`src/hw/s3e_regs.svh`:
```
// Register map, field layout, reset values and fixed constants
// of the stereo spatial enhancer. Definitions only.
`ifndef S3E_REGS_SVH
`define S3E_REGS_SVH

// ****************************************
// Register offsets (byte addresses)
// ****************************************
`define S3E_ADDR_W        12
`define S3E_OFS_LEVEL     12'h000
`define S3E_OFS_CTRL      12'h004
`define S3E_OFS_STAT      12'h008

// ****************************************
// Field positions
// ****************************************
`define S3E_WIDTH_LSB     0
`define S3E_WIDTH_MSB     3
`define S3E_CENTRE_LSB    4
`define S3E_CENTRE_MSB    7
`define S3E_EN_BIT        0
`define S3E_MONO_BIT      1
`define S3E_STAT_BUSY     0
`define S3E_STAT_CNT_LSB  16
`define S3E_STAT_CNT_MSB  31

// ****************************************
// Reset values
// ****************************************
`define S3E_LEVEL_RST     8'h83
`define S3E_CTRL_RST      2'h0

// ****************************************
// Gain and filter constants
// ****************************************
`define S3E_WIDTH_OFF     4'hF
`define S3E_MONO_WIDTH    4'h3
`define S3E_MONO_CENTRE   4'h8
`define S3E_LP_SHIFT      3
`define S3E_QUAD_SHIFT    1
`define S3E_Q_SHIFT       15

`endif

```
`src/hw/s3e_pkg.sv`:
```
// Types shared by the stereo spatial enhancer.
// Assumes 16-bit signed PCM samples.
`default_nettype none

package s3e_pkg;

    // ****************************************
    // Sample pair
    // ****************************************
    typedef struct packed {
        logic signed [15:0] left;
        logic signed [15:0] right;
    } s3e_stereo_t;

    // ****************************************
    // Pipeline states
    // ****************************************
    typedef enum logic [2:0] {
        S3E_IDLE  = 3'b000,
        S3E_SYNTH = 3'b001,
        S3E_SPLIT = 3'b010,
        S3E_FILT  = 3'b011,
        S3E_MIX   = 3'b100,
        S3E_OUT   = 3'b101
    } s3e_state_t;

endpackage

`default_nettype wire

```
`src/hw/s3e_enhancer.sv`:
```
// Stereo spatial enhancer: sum/difference processing with APB registers.
// Assumes the sample stream comes from logic on clk_i; one sample at a time.
//
// Operation
// - Form L+R and L-R from the incoming pair for separate processing.
// - Pass L-R through a corrective filter giving a processed difference.
// - The 4-bit width field sets the gain of the processed difference, added to the left output and subtracted from the right.
// - At the lowest width setting no processed difference is added.
// - The 4-bit centre field sets the gain of L+R added to both outputs.
// - Width code 0011 means -4.5 dB, the suggested starting width.
// - Centre code 1000 means -12.0 dB, the suggested starting centre.
// - With the enable and mono bits both set the input is treated as mono and widened.
// - In mono mode two filter banks 90 degrees apart make lead and lag signals.
// - Lead and lag are dematrixed into synthetic left/right, then enhanced as stereo.
// - In mono mode fixed gains replace the width and centre fields.
`include "s3e_regs.svh"
`default_nettype none

module s3e_enhancer (
    input  wire logic                     clk_i,
    input  wire logic                     sys_rst_i,
    input  wire logic [`S3E_ADDR_W-1:0]   paddr_i,
    input  wire logic                     psel_i,
    input  wire logic                     penable_i,
    input  wire logic                     pwrite_i,
    input  wire logic [31:0]              pwdata_i,
    input  wire logic [3:0]               pstrb_i,
    output logic [31:0]                   prdata_o,
    output logic                          pready_o,
    output logic                          pslverr_o,
    input  wire logic                     in_valid_i,
    output logic                          in_ready_o,
    input  wire s3e_pkg::s3e_stereo_t     in_sample_i,
    output logic                          out_valid_o,
    input  wire logic                     out_ready_i,
    output s3e_pkg::s3e_stereo_t          out_sample_o
);

    // ****************************************
    // Helpers
    // ****************************************
    // Code k gives -1.5 dB * k, Q1.15
    function automatic logic [15:0] gain_lut(input logic [3:0] code);
        logic [15:0] g;
        unique case (code)
            4'h0: g = 16'h7FFF;
            4'h1: g = 16'h6BB3;
            4'h2: g = 16'h5A9D;
            4'h3: g = 16'h4C3E;
            4'h4: g = 16'h4027;
            4'h5: g = 16'h35FA;
            4'h6: g = 16'h2D6B;
            4'h7: g = 16'h2637;
            4'h8: g = 16'h2027;
            4'h9: g = 16'h1B0E;
            4'hA: g = 16'h16C3;
            4'hB: g = 16'h1327;
            4'hC: g = 16'h101D;
            4'hD: g = 16'h0D8F;
            4'hE: g = 16'h0B68;
            4'hF: g = 16'h0999;
        endcase
        return g;
    endfunction

    function automatic logic signed [18:0] mul_q15(
        input logic signed [18:0] x,
        input logic        [15:0] g
    );
        logic signed [35:0] p;
        p = 36'(x) * 36'($signed({1'b0, g}));
        return p[`S3E_Q_SHIFT+18:`S3E_Q_SHIFT];
    endfunction

    function automatic logic signed [15:0] sat16(input logic signed [21:0] v);
        logic signed [15:0] r;
        if (v > 22'sh007FFF)
        begin
            r = 16'sh7FFF;
        end
        else if (v < -22'sh008000)
        begin
            r = -16'sh8000;
        end
        else
        begin
            r = v[15:0];
        end
        return r;
    endfunction

    // ****************************************
    // Register file
    // ****************************************
    logic [7:0]  level_q;
    logic [7:0]  level_d;
    logic [1:0]  ctrl_q;
    logic [1:0]  ctrl_d;
    logic [31:0] prdata_q;
    logic [31:0] prdata_d;
    logic [15:0] count_q;
    logic [15:0] count_d;
    logic        hit_level;
    logic        hit_ctrl;
    logic        hit_stat;
    logic        wr_acc;
    logic        busy;

    s3e_pkg::s3e_state_t state_q;
    s3e_pkg::s3e_state_t state_d;

    logic [3:0] width_gain;
    logic [3:0] centre_gain;
    logic       enhance_enable;
    logic       mono_synth_enable;

    assign width_gain        = level_q[`S3E_WIDTH_MSB:`S3E_WIDTH_LSB];
    assign centre_gain       = level_q[`S3E_CENTRE_MSB:`S3E_CENTRE_LSB];
    assign enhance_enable    = ctrl_q[`S3E_EN_BIT];
    assign mono_synth_enable = ctrl_q[`S3E_MONO_BIT];

    assign hit_level = (paddr_i == `S3E_OFS_LEVEL);
    assign hit_ctrl  = (paddr_i == `S3E_OFS_CTRL);
    assign hit_stat  = (paddr_i == `S3E_OFS_STAT);
    assign wr_acc    = psel_i && penable_i && pwrite_i && pstrb_i[0];
    assign busy      = (state_q != s3e_pkg::S3E_IDLE);

    assign pready_o  = 1'b1;
    assign pslverr_o = psel_i && penable_i && !(hit_level || hit_ctrl || hit_stat);
    assign prdata_o  = prdata_q;

    always_comb
    begin
        level_d  = level_q;
        ctrl_d   = ctrl_q;
        prdata_d = prdata_q;
        if (wr_acc && hit_level)
        begin
            level_d = pwdata_i[7:0];
        end
        if (wr_acc && hit_ctrl)
        begin
            ctrl_d = pwdata_i[1:0];
        end
        // Read data latched in setup so access needs no wait
        if (psel_i && !penable_i && !pwrite_i)
        begin
            prdata_d = 32'h0000_0000;
            if (hit_level)
            begin
                prdata_d[7:0] = level_q;
            end
            else if (hit_ctrl)
            begin
                prdata_d[1:0] = ctrl_q;
            end
            else if (hit_stat)
            begin
                prdata_d[`S3E_STAT_BUSY] = busy;
                prdata_d[`S3E_STAT_CNT_MSB:`S3E_STAT_CNT_LSB] = count_q;
            end
        end
    end

    always_ff @(posedge clk_i or posedge sys_rst_i)
    begin
        if (sys_rst_i)
        begin
            level_q  <= `S3E_LEVEL_RST;
            ctrl_q   <= `S3E_CTRL_RST;
            prdata_q <= 32'h0000_0000;
        end
        else
        begin
            level_q  <= level_d;
            ctrl_q   <= ctrl_d;
            prdata_q <= prdata_d;
        end
    end

    // ****************************************
    // Sample pipeline
    // ****************************************
    s3e_pkg::s3e_stereo_t in_q;
    s3e_pkg::s3e_stereo_t in_d;
    s3e_pkg::s3e_stereo_t work_q;
    s3e_pkg::s3e_stereo_t work_d;
    s3e_pkg::s3e_stereo_t out_q;
    s3e_pkg::s3e_stereo_t out_d;
    logic signed [16:0] sum_q;
    logic signed [16:0] sum_d;
    logic signed [16:0] diff_q;
    logic signed [16:0] diff_d;
    logic signed [16:0] lp_q;
    logic signed [16:0] lp_d;
    logic signed [18:0] dp_q;
    logic signed [18:0] dp_d;
    logic signed [15:0] x1_q;
    logic signed [15:0] x1_d;
    logic signed [15:0] x2_q;
    logic signed [15:0] x2_d;
    logic               mode_en_q;
    logic               mode_en_d;
    logic               mode_mono_q;
    logic               mode_mono_d;

    logic signed [15:0] mono_x;
    logic signed [16:0] lag;
    logic signed [17:0] lp_err;
    logic [3:0]         w_code;
    logic [3:0]         c_code;
    logic signed [18:0] w_term;
    logic signed [18:0] c_term;
    logic signed [21:0] mix_l;
    logic signed [21:0] mix_r;

    assign in_ready_o   = (state_q == s3e_pkg::S3E_IDLE);
    assign out_valid_o  = (state_q == s3e_pkg::S3E_OUT);
    assign out_sample_o = out_q;

    always_comb
    begin
        state_d     = state_q;
        in_d        = in_q;
        work_d      = work_q;
        out_d       = out_q;
        sum_d       = sum_q;
        diff_d      = diff_q;
        lp_d        = lp_q;
        dp_d        = dp_q;
        x1_d        = x1_q;
        x2_d        = x2_q;
        count_d     = count_q;
        mode_en_d   = mode_en_q;
        mode_mono_d = mode_mono_q;
        mono_x      = 16'(({in_q.left[15], in_q.left} + {in_q.right[15], in_q.right}) >>> 1);
        lag         = 17'((18'(mono_x) - 18'(x2_q)) >>> `S3E_QUAD_SHIFT);
        lp_err      = 18'(diff_q) - 18'(lp_q);
        w_code      = mode_mono_q ? `S3E_MONO_WIDTH : width_gain;
        c_code      = mode_mono_q ? `S3E_MONO_CENTRE : centre_gain;
        w_term      = (w_code == `S3E_WIDTH_OFF) ? 19'sh00000
                    : mul_q15(dp_q, gain_lut(w_code));
        c_term      = mul_q15(19'(sum_q), gain_lut(c_code));
        mix_l       = 22'(work_q.left) + 22'(c_term) + 22'(w_term);
        mix_r       = 22'(work_q.right) + 22'(c_term) - 22'(w_term);
        unique case (state_q)
            s3e_pkg::S3E_IDLE:
            begin
                if (in_valid_i)
                begin
                    in_d        = in_sample_i;
                    mode_en_d   = enhance_enable;
                    mode_mono_d = enhance_enable && mono_synth_enable;
                    state_d     = s3e_pkg::S3E_SYNTH;
                end
            end
            s3e_pkg::S3E_SYNTH:
            begin
                if (mode_mono_q)
                begin
                    // Lead is the one-sample-delayed mono, lag its quadrature
                    work_d.left  = sat16(22'(x1_q) + 22'(lag));
                    work_d.right = sat16(22'(x1_q) - 22'(lag));
                    x2_d         = x1_q;
                    x1_d         = mono_x;
                end
                else
                begin
                    work_d = in_q;
                end
                state_d = s3e_pkg::S3E_SPLIT;
            end
            s3e_pkg::S3E_SPLIT:
            begin
                sum_d   = 17'(work_q.left) + 17'(work_q.right);
                diff_d  = 17'(work_q.left) - 17'(work_q.right);
                state_d = s3e_pkg::S3E_FILT;
            end
            s3e_pkg::S3E_FILT:
            begin
                // Lift content above the low-pass corner of the difference
                lp_d    = 17'(18'(lp_q) + (lp_err >>> `S3E_LP_SHIFT));
                dp_d    = 19'(diff_q) + 19'(diff_q) - 19'(lp_q);
                state_d = s3e_pkg::S3E_MIX;
            end
            s3e_pkg::S3E_MIX:
            begin
                if (mode_en_q)
                begin
                    out_d.left  = sat16(mix_l);
                    out_d.right = sat16(mix_r);
                end
                else
                begin
                    out_d = in_q;
                end
                state_d = s3e_pkg::S3E_OUT;
            end
            s3e_pkg::S3E_OUT:
            begin
                if (out_ready_i)
                begin
                    count_d = count_q + 16'h0001;
                    state_d = s3e_pkg::S3E_IDLE;
                end
            end
            default:
            begin
                state_d = s3e_pkg::S3E_IDLE;
            end
        endcase
    end

    always_ff @(posedge clk_i or posedge sys_rst_i)
    begin
        if (sys_rst_i)
        begin
            state_q     <= s3e_pkg::S3E_IDLE;
            in_q        <= 32'h0000_0000;
            work_q      <= 32'h0000_0000;
            out_q       <= 32'h0000_0000;
            sum_q       <= 17'sh00000;
            diff_q      <= 17'sh00000;
            lp_q        <= 17'sh00000;
            dp_q        <= 19'sh00000;
            x1_q        <= 16'sh0000;
            x2_q        <= 16'sh0000;
            count_q     <= 16'h0000;
            mode_en_q   <= 1'b0;
            mode_mono_q <= 1'b0;
        end
        else
        begin
            state_q     <= state_d;
            in_q        <= in_d;
            work_q      <= work_d;
            out_q       <= out_d;
            sum_q       <= sum_d;
            diff_q      <= diff_d;
            lp_q        <= lp_d;
            dp_q        <= dp_d;
            x1_q        <= x1_d;
            x2_q        <= x2_d;
            count_q     <= count_d;
            mode_en_q   <= mode_en_d;
            mode_mono_q <= mode_mono_d;
        end
    end

endmodule

`default_nettype wire

```
`config.mk`:
```
export PLATFORM = sky130hd
export DESIGN_NAME = s3e_enhancer
export DESIGN_NICKNAME = d
export VERILOG_FILES = /design/src/hw/s3e_pkg.sv /design/src/hw/s3e_enhancer.sv
export VERILOG_INCLUDE_DIRS = /design/src /design/src/hw
export SDC_FILE = /design/constraint.sdc
export NUM_CORES = 2
export LEC_CHECK = 0
export BUFFER_PORTS_ARGS = -buffer_cell sky130_fd_sc_hd__buf_2
export CORE_MARGIN = 2
export CORE_UTILIZATION = 55
export CTS_BUF_LIST = sky130_fd_sc_hd__clkbuf_4 sky130_fd_sc_hd__clkbuf_8
export DETAILED_ROUTE_END_ITERATION = 10
export PLACE_DENSITY = 0.72
export SYNTH_ARGS = -nofsm -noshare
export SYNTH_HDL_FRONTEND = slang
export SYNTH_SLANG_ARGS = --single-unit
```
`constraint.sdc`:
```
create_clock -name clk_i -period 15.8 [get_ports clk_i]
set_input_delay 3.16 -clock clk_i [delete_from_list [all_inputs] [get_ports clk_i]]
set_output_delay 3.16 -clock clk_i [all_outputs]
set_load 0.01 [all_outputs]
```
==> reports/qor.txt <==
=================================================================================================================
Cell at the root of the clock tree                                                                   sky130_fd_sc_hd__clkbuf_8
Fraction of final layout cells sized beyond drive strength 1                                               0.0844
Max Clock Freq                                                                                           77.6 MHz
CP max stage delay                                                                                        0.74 ns
Unrepaired setup endpoints after global routing                                                             false
Worst endpoint data arrival time                                                                         13.33 ns
Post-route minimum period                                                                                12.88 ns
Hpwl dp                                                                                                   78.8 mm
Mux cell area share after synthesis                                                                        0.0241
Flops & latches, synth                                                                                        252
Actual transition at the worst max-transition pin                                                         1.27 ns
Sum Neg Setup Slack                                                                                          0 ns
CTS max path bufs                                                                                               3
Path category of the worst min-delay check                                                                reg2reg
Predominant post-synthesis flop cell                                                                 sky130_fd_sc_hd__dfrtp_1
Final instance area                                                                                    42500 um^2
Pre-Repair DR Iteration Count                                                                                   5
Die boundary width                                                                                         273 um
Final Core Density                                                                                          0.593
Post-Route WL                                                                                             99.3 mm
CTS Sinks                                                                                                     252
Maximum net fanout on the critical path                                                                        43
Post-synthesis cell area                                                                               39900 um^2
Startpoint-to-endpoint class of the critical path                                                         reg2reg
Async SR Flop Fraction                                                                                       1.00
Die Outline Area                                                                                       74700 um^2
Distinct cells, synth                                                                                          93
FP Rows                                                                                                        98
Post-synthesis compound-gate area fraction                                                                  0.110
Final net count                                                                                              5594
Number of pins exceeding their max-slew limit in the final report                                               0
Most frequent CP cell                                                                                sky130_fd_sc_hd__fa_1
H-tree lvl count                                                                                                2
Number of hold-repair buffers added at the cts stage                                                            0
Total I/O pin count                                                                                           155
Cell type of the slowest stage on the worst timing path                                              sky130_fd_sc_hd__nor2_2
Share of synthesized cell area in and, or, nand and nor gates                                               0.154
Total setup violations reported at the end of the flow                                                          0
Post-route DRC violation count                                                                                  0
Clock slew seen by the registers of the worst setup and hold paths                                        0.06 ns
Tightest slew margin relative to the limit                                                                  0.150
Length of routed wiring on met1                                                                           42.4 mm
Sequential area share after synthesis                                                                       0.158
Met2 wire length                                                                                          48.0 mm
Clock latency on the worst-skew pair                                                                      0.64 ns
Arithmetic-cell share of the synthesized area counting full adders, half adders and majority gates          0.407
Worst endpoint required time                                                                             16.25 ns
Uppermost layer routed                                                                                       met4
CTS resizes                                                                                                     0
Number of buffers created by CTS                                                                               45
Leading cell types in the layout, fill and taps excluded                                             916 x sky130_fd_sc_hd__inv_1, 582 x sky130_fd_sc_hd__fa_1, 491 x sky130_fd_sc_hd__nand2_1
Area grow syn2layout                                                                                        6.47%
Element type at the critical path start                                                                 flip-flop
Average cell area after synthesis                                                                       8.83 um^2
Count of endpoints failing hold in the final timing report                                                      0
Area inside the core boundary                                                                          71600 um^2
Number of DRC violations after detailed-routing iteration 0                                                  1764
Count of fill cells added during filler insertion                                                            6357
Total routing usage reported by global routing                                                              0.278
Total number of vias                                                                                        30312
Number of antenna repair diodes                                                                                 0
IO buf count                                                                                                  118
GP Congestion                                                                                               0.932
Gr ovfl total                                                                                                   0
Largest net degree at the start of global routing                                                             140
Sort of element at the end of the critical path                                                         flip-flop
Period Utilization, post-route                                                                              0.815
Number of global-route vias before repair                                                                   31591
Vias per std cell                                                                                            5.47
Count of yosys warnings during synthesis                                                                        0
Most common cell after layout, fill and taps aside                                                   sky130_fd_sc_hd__inv_1
First-pass GRT wire length                                                                                 165 mm
Cell area after placement                                                                              41400 um^2
Number of synthesized flops with an enable pin                                                                  0
Final setup skew                                                                                        0.0484 ns
WL per Instance                                                                                           17.9 um
Initial core utilization                                                                                    0.557
Routed Antenna Nets                                                                                             0
Max-capacitance violation count                                                                                 0
Y dimension of the die                                                                                     273 um
XOR/XNOR share of the synthesized area                                                                     0.0428
Post-Synthesis Cells                                                                                         4517
Number of antenna violations at the first check in global routing                                               0
TritonCTS clock tree                                                                                          yes
Post-CTS Setup Inserts                                                                                          0
Met3 WL                                                                                                   5.30 mm
Status                                                                                               complete, no violations
Dominant combinational cell family by area after synthesis                                            adder cells
=================================================================================================================
sequential cells by signal, summed over array words and instances, names as in the netlist:
name / cells
x1_q: 16
ctrl_q: 2
mode_mono_q: 1
count_q: 16
x2_q: 16
mode_en_q: 1
state_q: 3
lp_q: 17
diff_q: 16
prdata_o: 24
work_q: 32
in_q: 32
level_q: 8
out_sample_o: 32
dp_q: 19
sum_q: 17
per-stage QoR:
stage | hold WS, ns | instances | setup slack, ns
2_1_floorplan | 0.442 | 4524 | 4.45
3_3_place_gp | 0.459 | 5463 | 3.08
3_5_place_dp | 0.461 | 5463 | 3.00
4_1_cts | 0.475 | 5545 | 2.98
5_1_grt | 0.501 | 5545 | 2.20
6_report | 0.475 | 5545 | 2.92
worst paths after layout:
| path | startpoint | end | slack (ns) | cells past startpoint |
|---|---|---|---|---|
| max in group asynchronous | sys_rst_i | mode_mono_q | 11.01 | 4 |
| worst max-delay path | mode_mono_q | out_sample_o[19] | 2.92 | 42 |
| worst min register to register | prdata_o[0] | prdata_o[0] | 0.48 | 2 |
| min in group asynchronous | sys_rst_i | in_q[16] | 2.75 | 2 |
| worst min-delay path | prdata_o[0] | prdata_o[0] | 0.48 | 2 |
| worst max register to register | mode_mono_q | out_sample_o[19] | 2.92 | 42 |
worst max-delay path: cells and delay by family, from the launching register on:
family | cells | cell delay, ns
AOI/OAI and AO/OA | 18 | 4.72
xor gates and xnor gates | 2 | 0.43
adders and majority gates | 10 | 4.19
buffers and inverters | 6 | 1.06
DFF | 1 | 0.57
and+or+nand+nor | 6 | 1.71
cell families (layout without fill, tap and decap cells):
group / count (synthesis) / after routing
XOR/XNOR: 195 / 195
adder cells (fa/ha/maj): 947 / 947
buffers and inverters: 1085 / 1156
AO/OA/AOI/OAI: 675 / 675
flip-flops: 252 / 252
multiplexers: 87 / 87
other: 2 / 9
AND/OR/NAND/NOR: 1274 / 1274
routing by layer:
metal	vias up	GRT usage
li1	14291	-
met1	15023	0.369
met2	825	0.474
met3	173	0.0344
met4	0	0.0899
met5	-	0
cells in the mapped netlist (28+ instances only):
library cell,n,share of area
sky130_fd_sc_hd__mux2_2,72,0.020
sky130_fd_sc_hd__and3_1,28,0.0044
sky130_fd_sc_hd__nor3_1,82,0.010
sky130_fd_sc_hd__fa_1,582,0.29
sky130_fd_sc_hd__and2_1,224,0.035
sky130_fd_sc_hd__nand2_1,491,0.046
sky130_fd_sc_hd__dfrtp_1,249,0.16
sky130_fd_sc_hd__inv_1,917,0.086
sky130_fd_sc_hd__nor2_1,224,0.021
sky130_fd_sc_hd__a21oi_1,193,0.024
sky130_fd_sc_hd__nand3_1,43,0.0054
sky130_fd_sc_hd__or3_1,40,0.0063
sky130_fd_sc_hd__xor2_1,72,0.016
sky130_fd_sc_hd__o21ai_0,166,0.021
sky130_fd_sc_hd__a21o_1,47,0.0088
sky130_fd_sc_hd__clkbuf_1,138,0.013
sky130_fd_sc_hd__ha_1,365,0.11
sky130_fd_sc_hd__nor2b_1,45,0.0071
sky130_fd_sc_hd__xnor2_1,123,0.027
cell type report:
| type | instances | area [um^2] | area share |
|---|---|---|---|
| inverters | 918 | 3450 | 0.0813 |
| multi-input cells | 3187 | 29600 | 0.696 |
| flip-flops and latches | 252 | 6310 | 0.149 |
| clock buffers | 65 | 820 | 0.0193 |
| well taps | 950 | 1190 | 0.0280 |
| repair buffers | 156 | 876 | 0.0206 |
| clock inverters | 17 | 256 | 0.00604 |
Power is not shown: default switching activity piles up to over one toggle a cycle in this logic, so the estimate is an artifact.
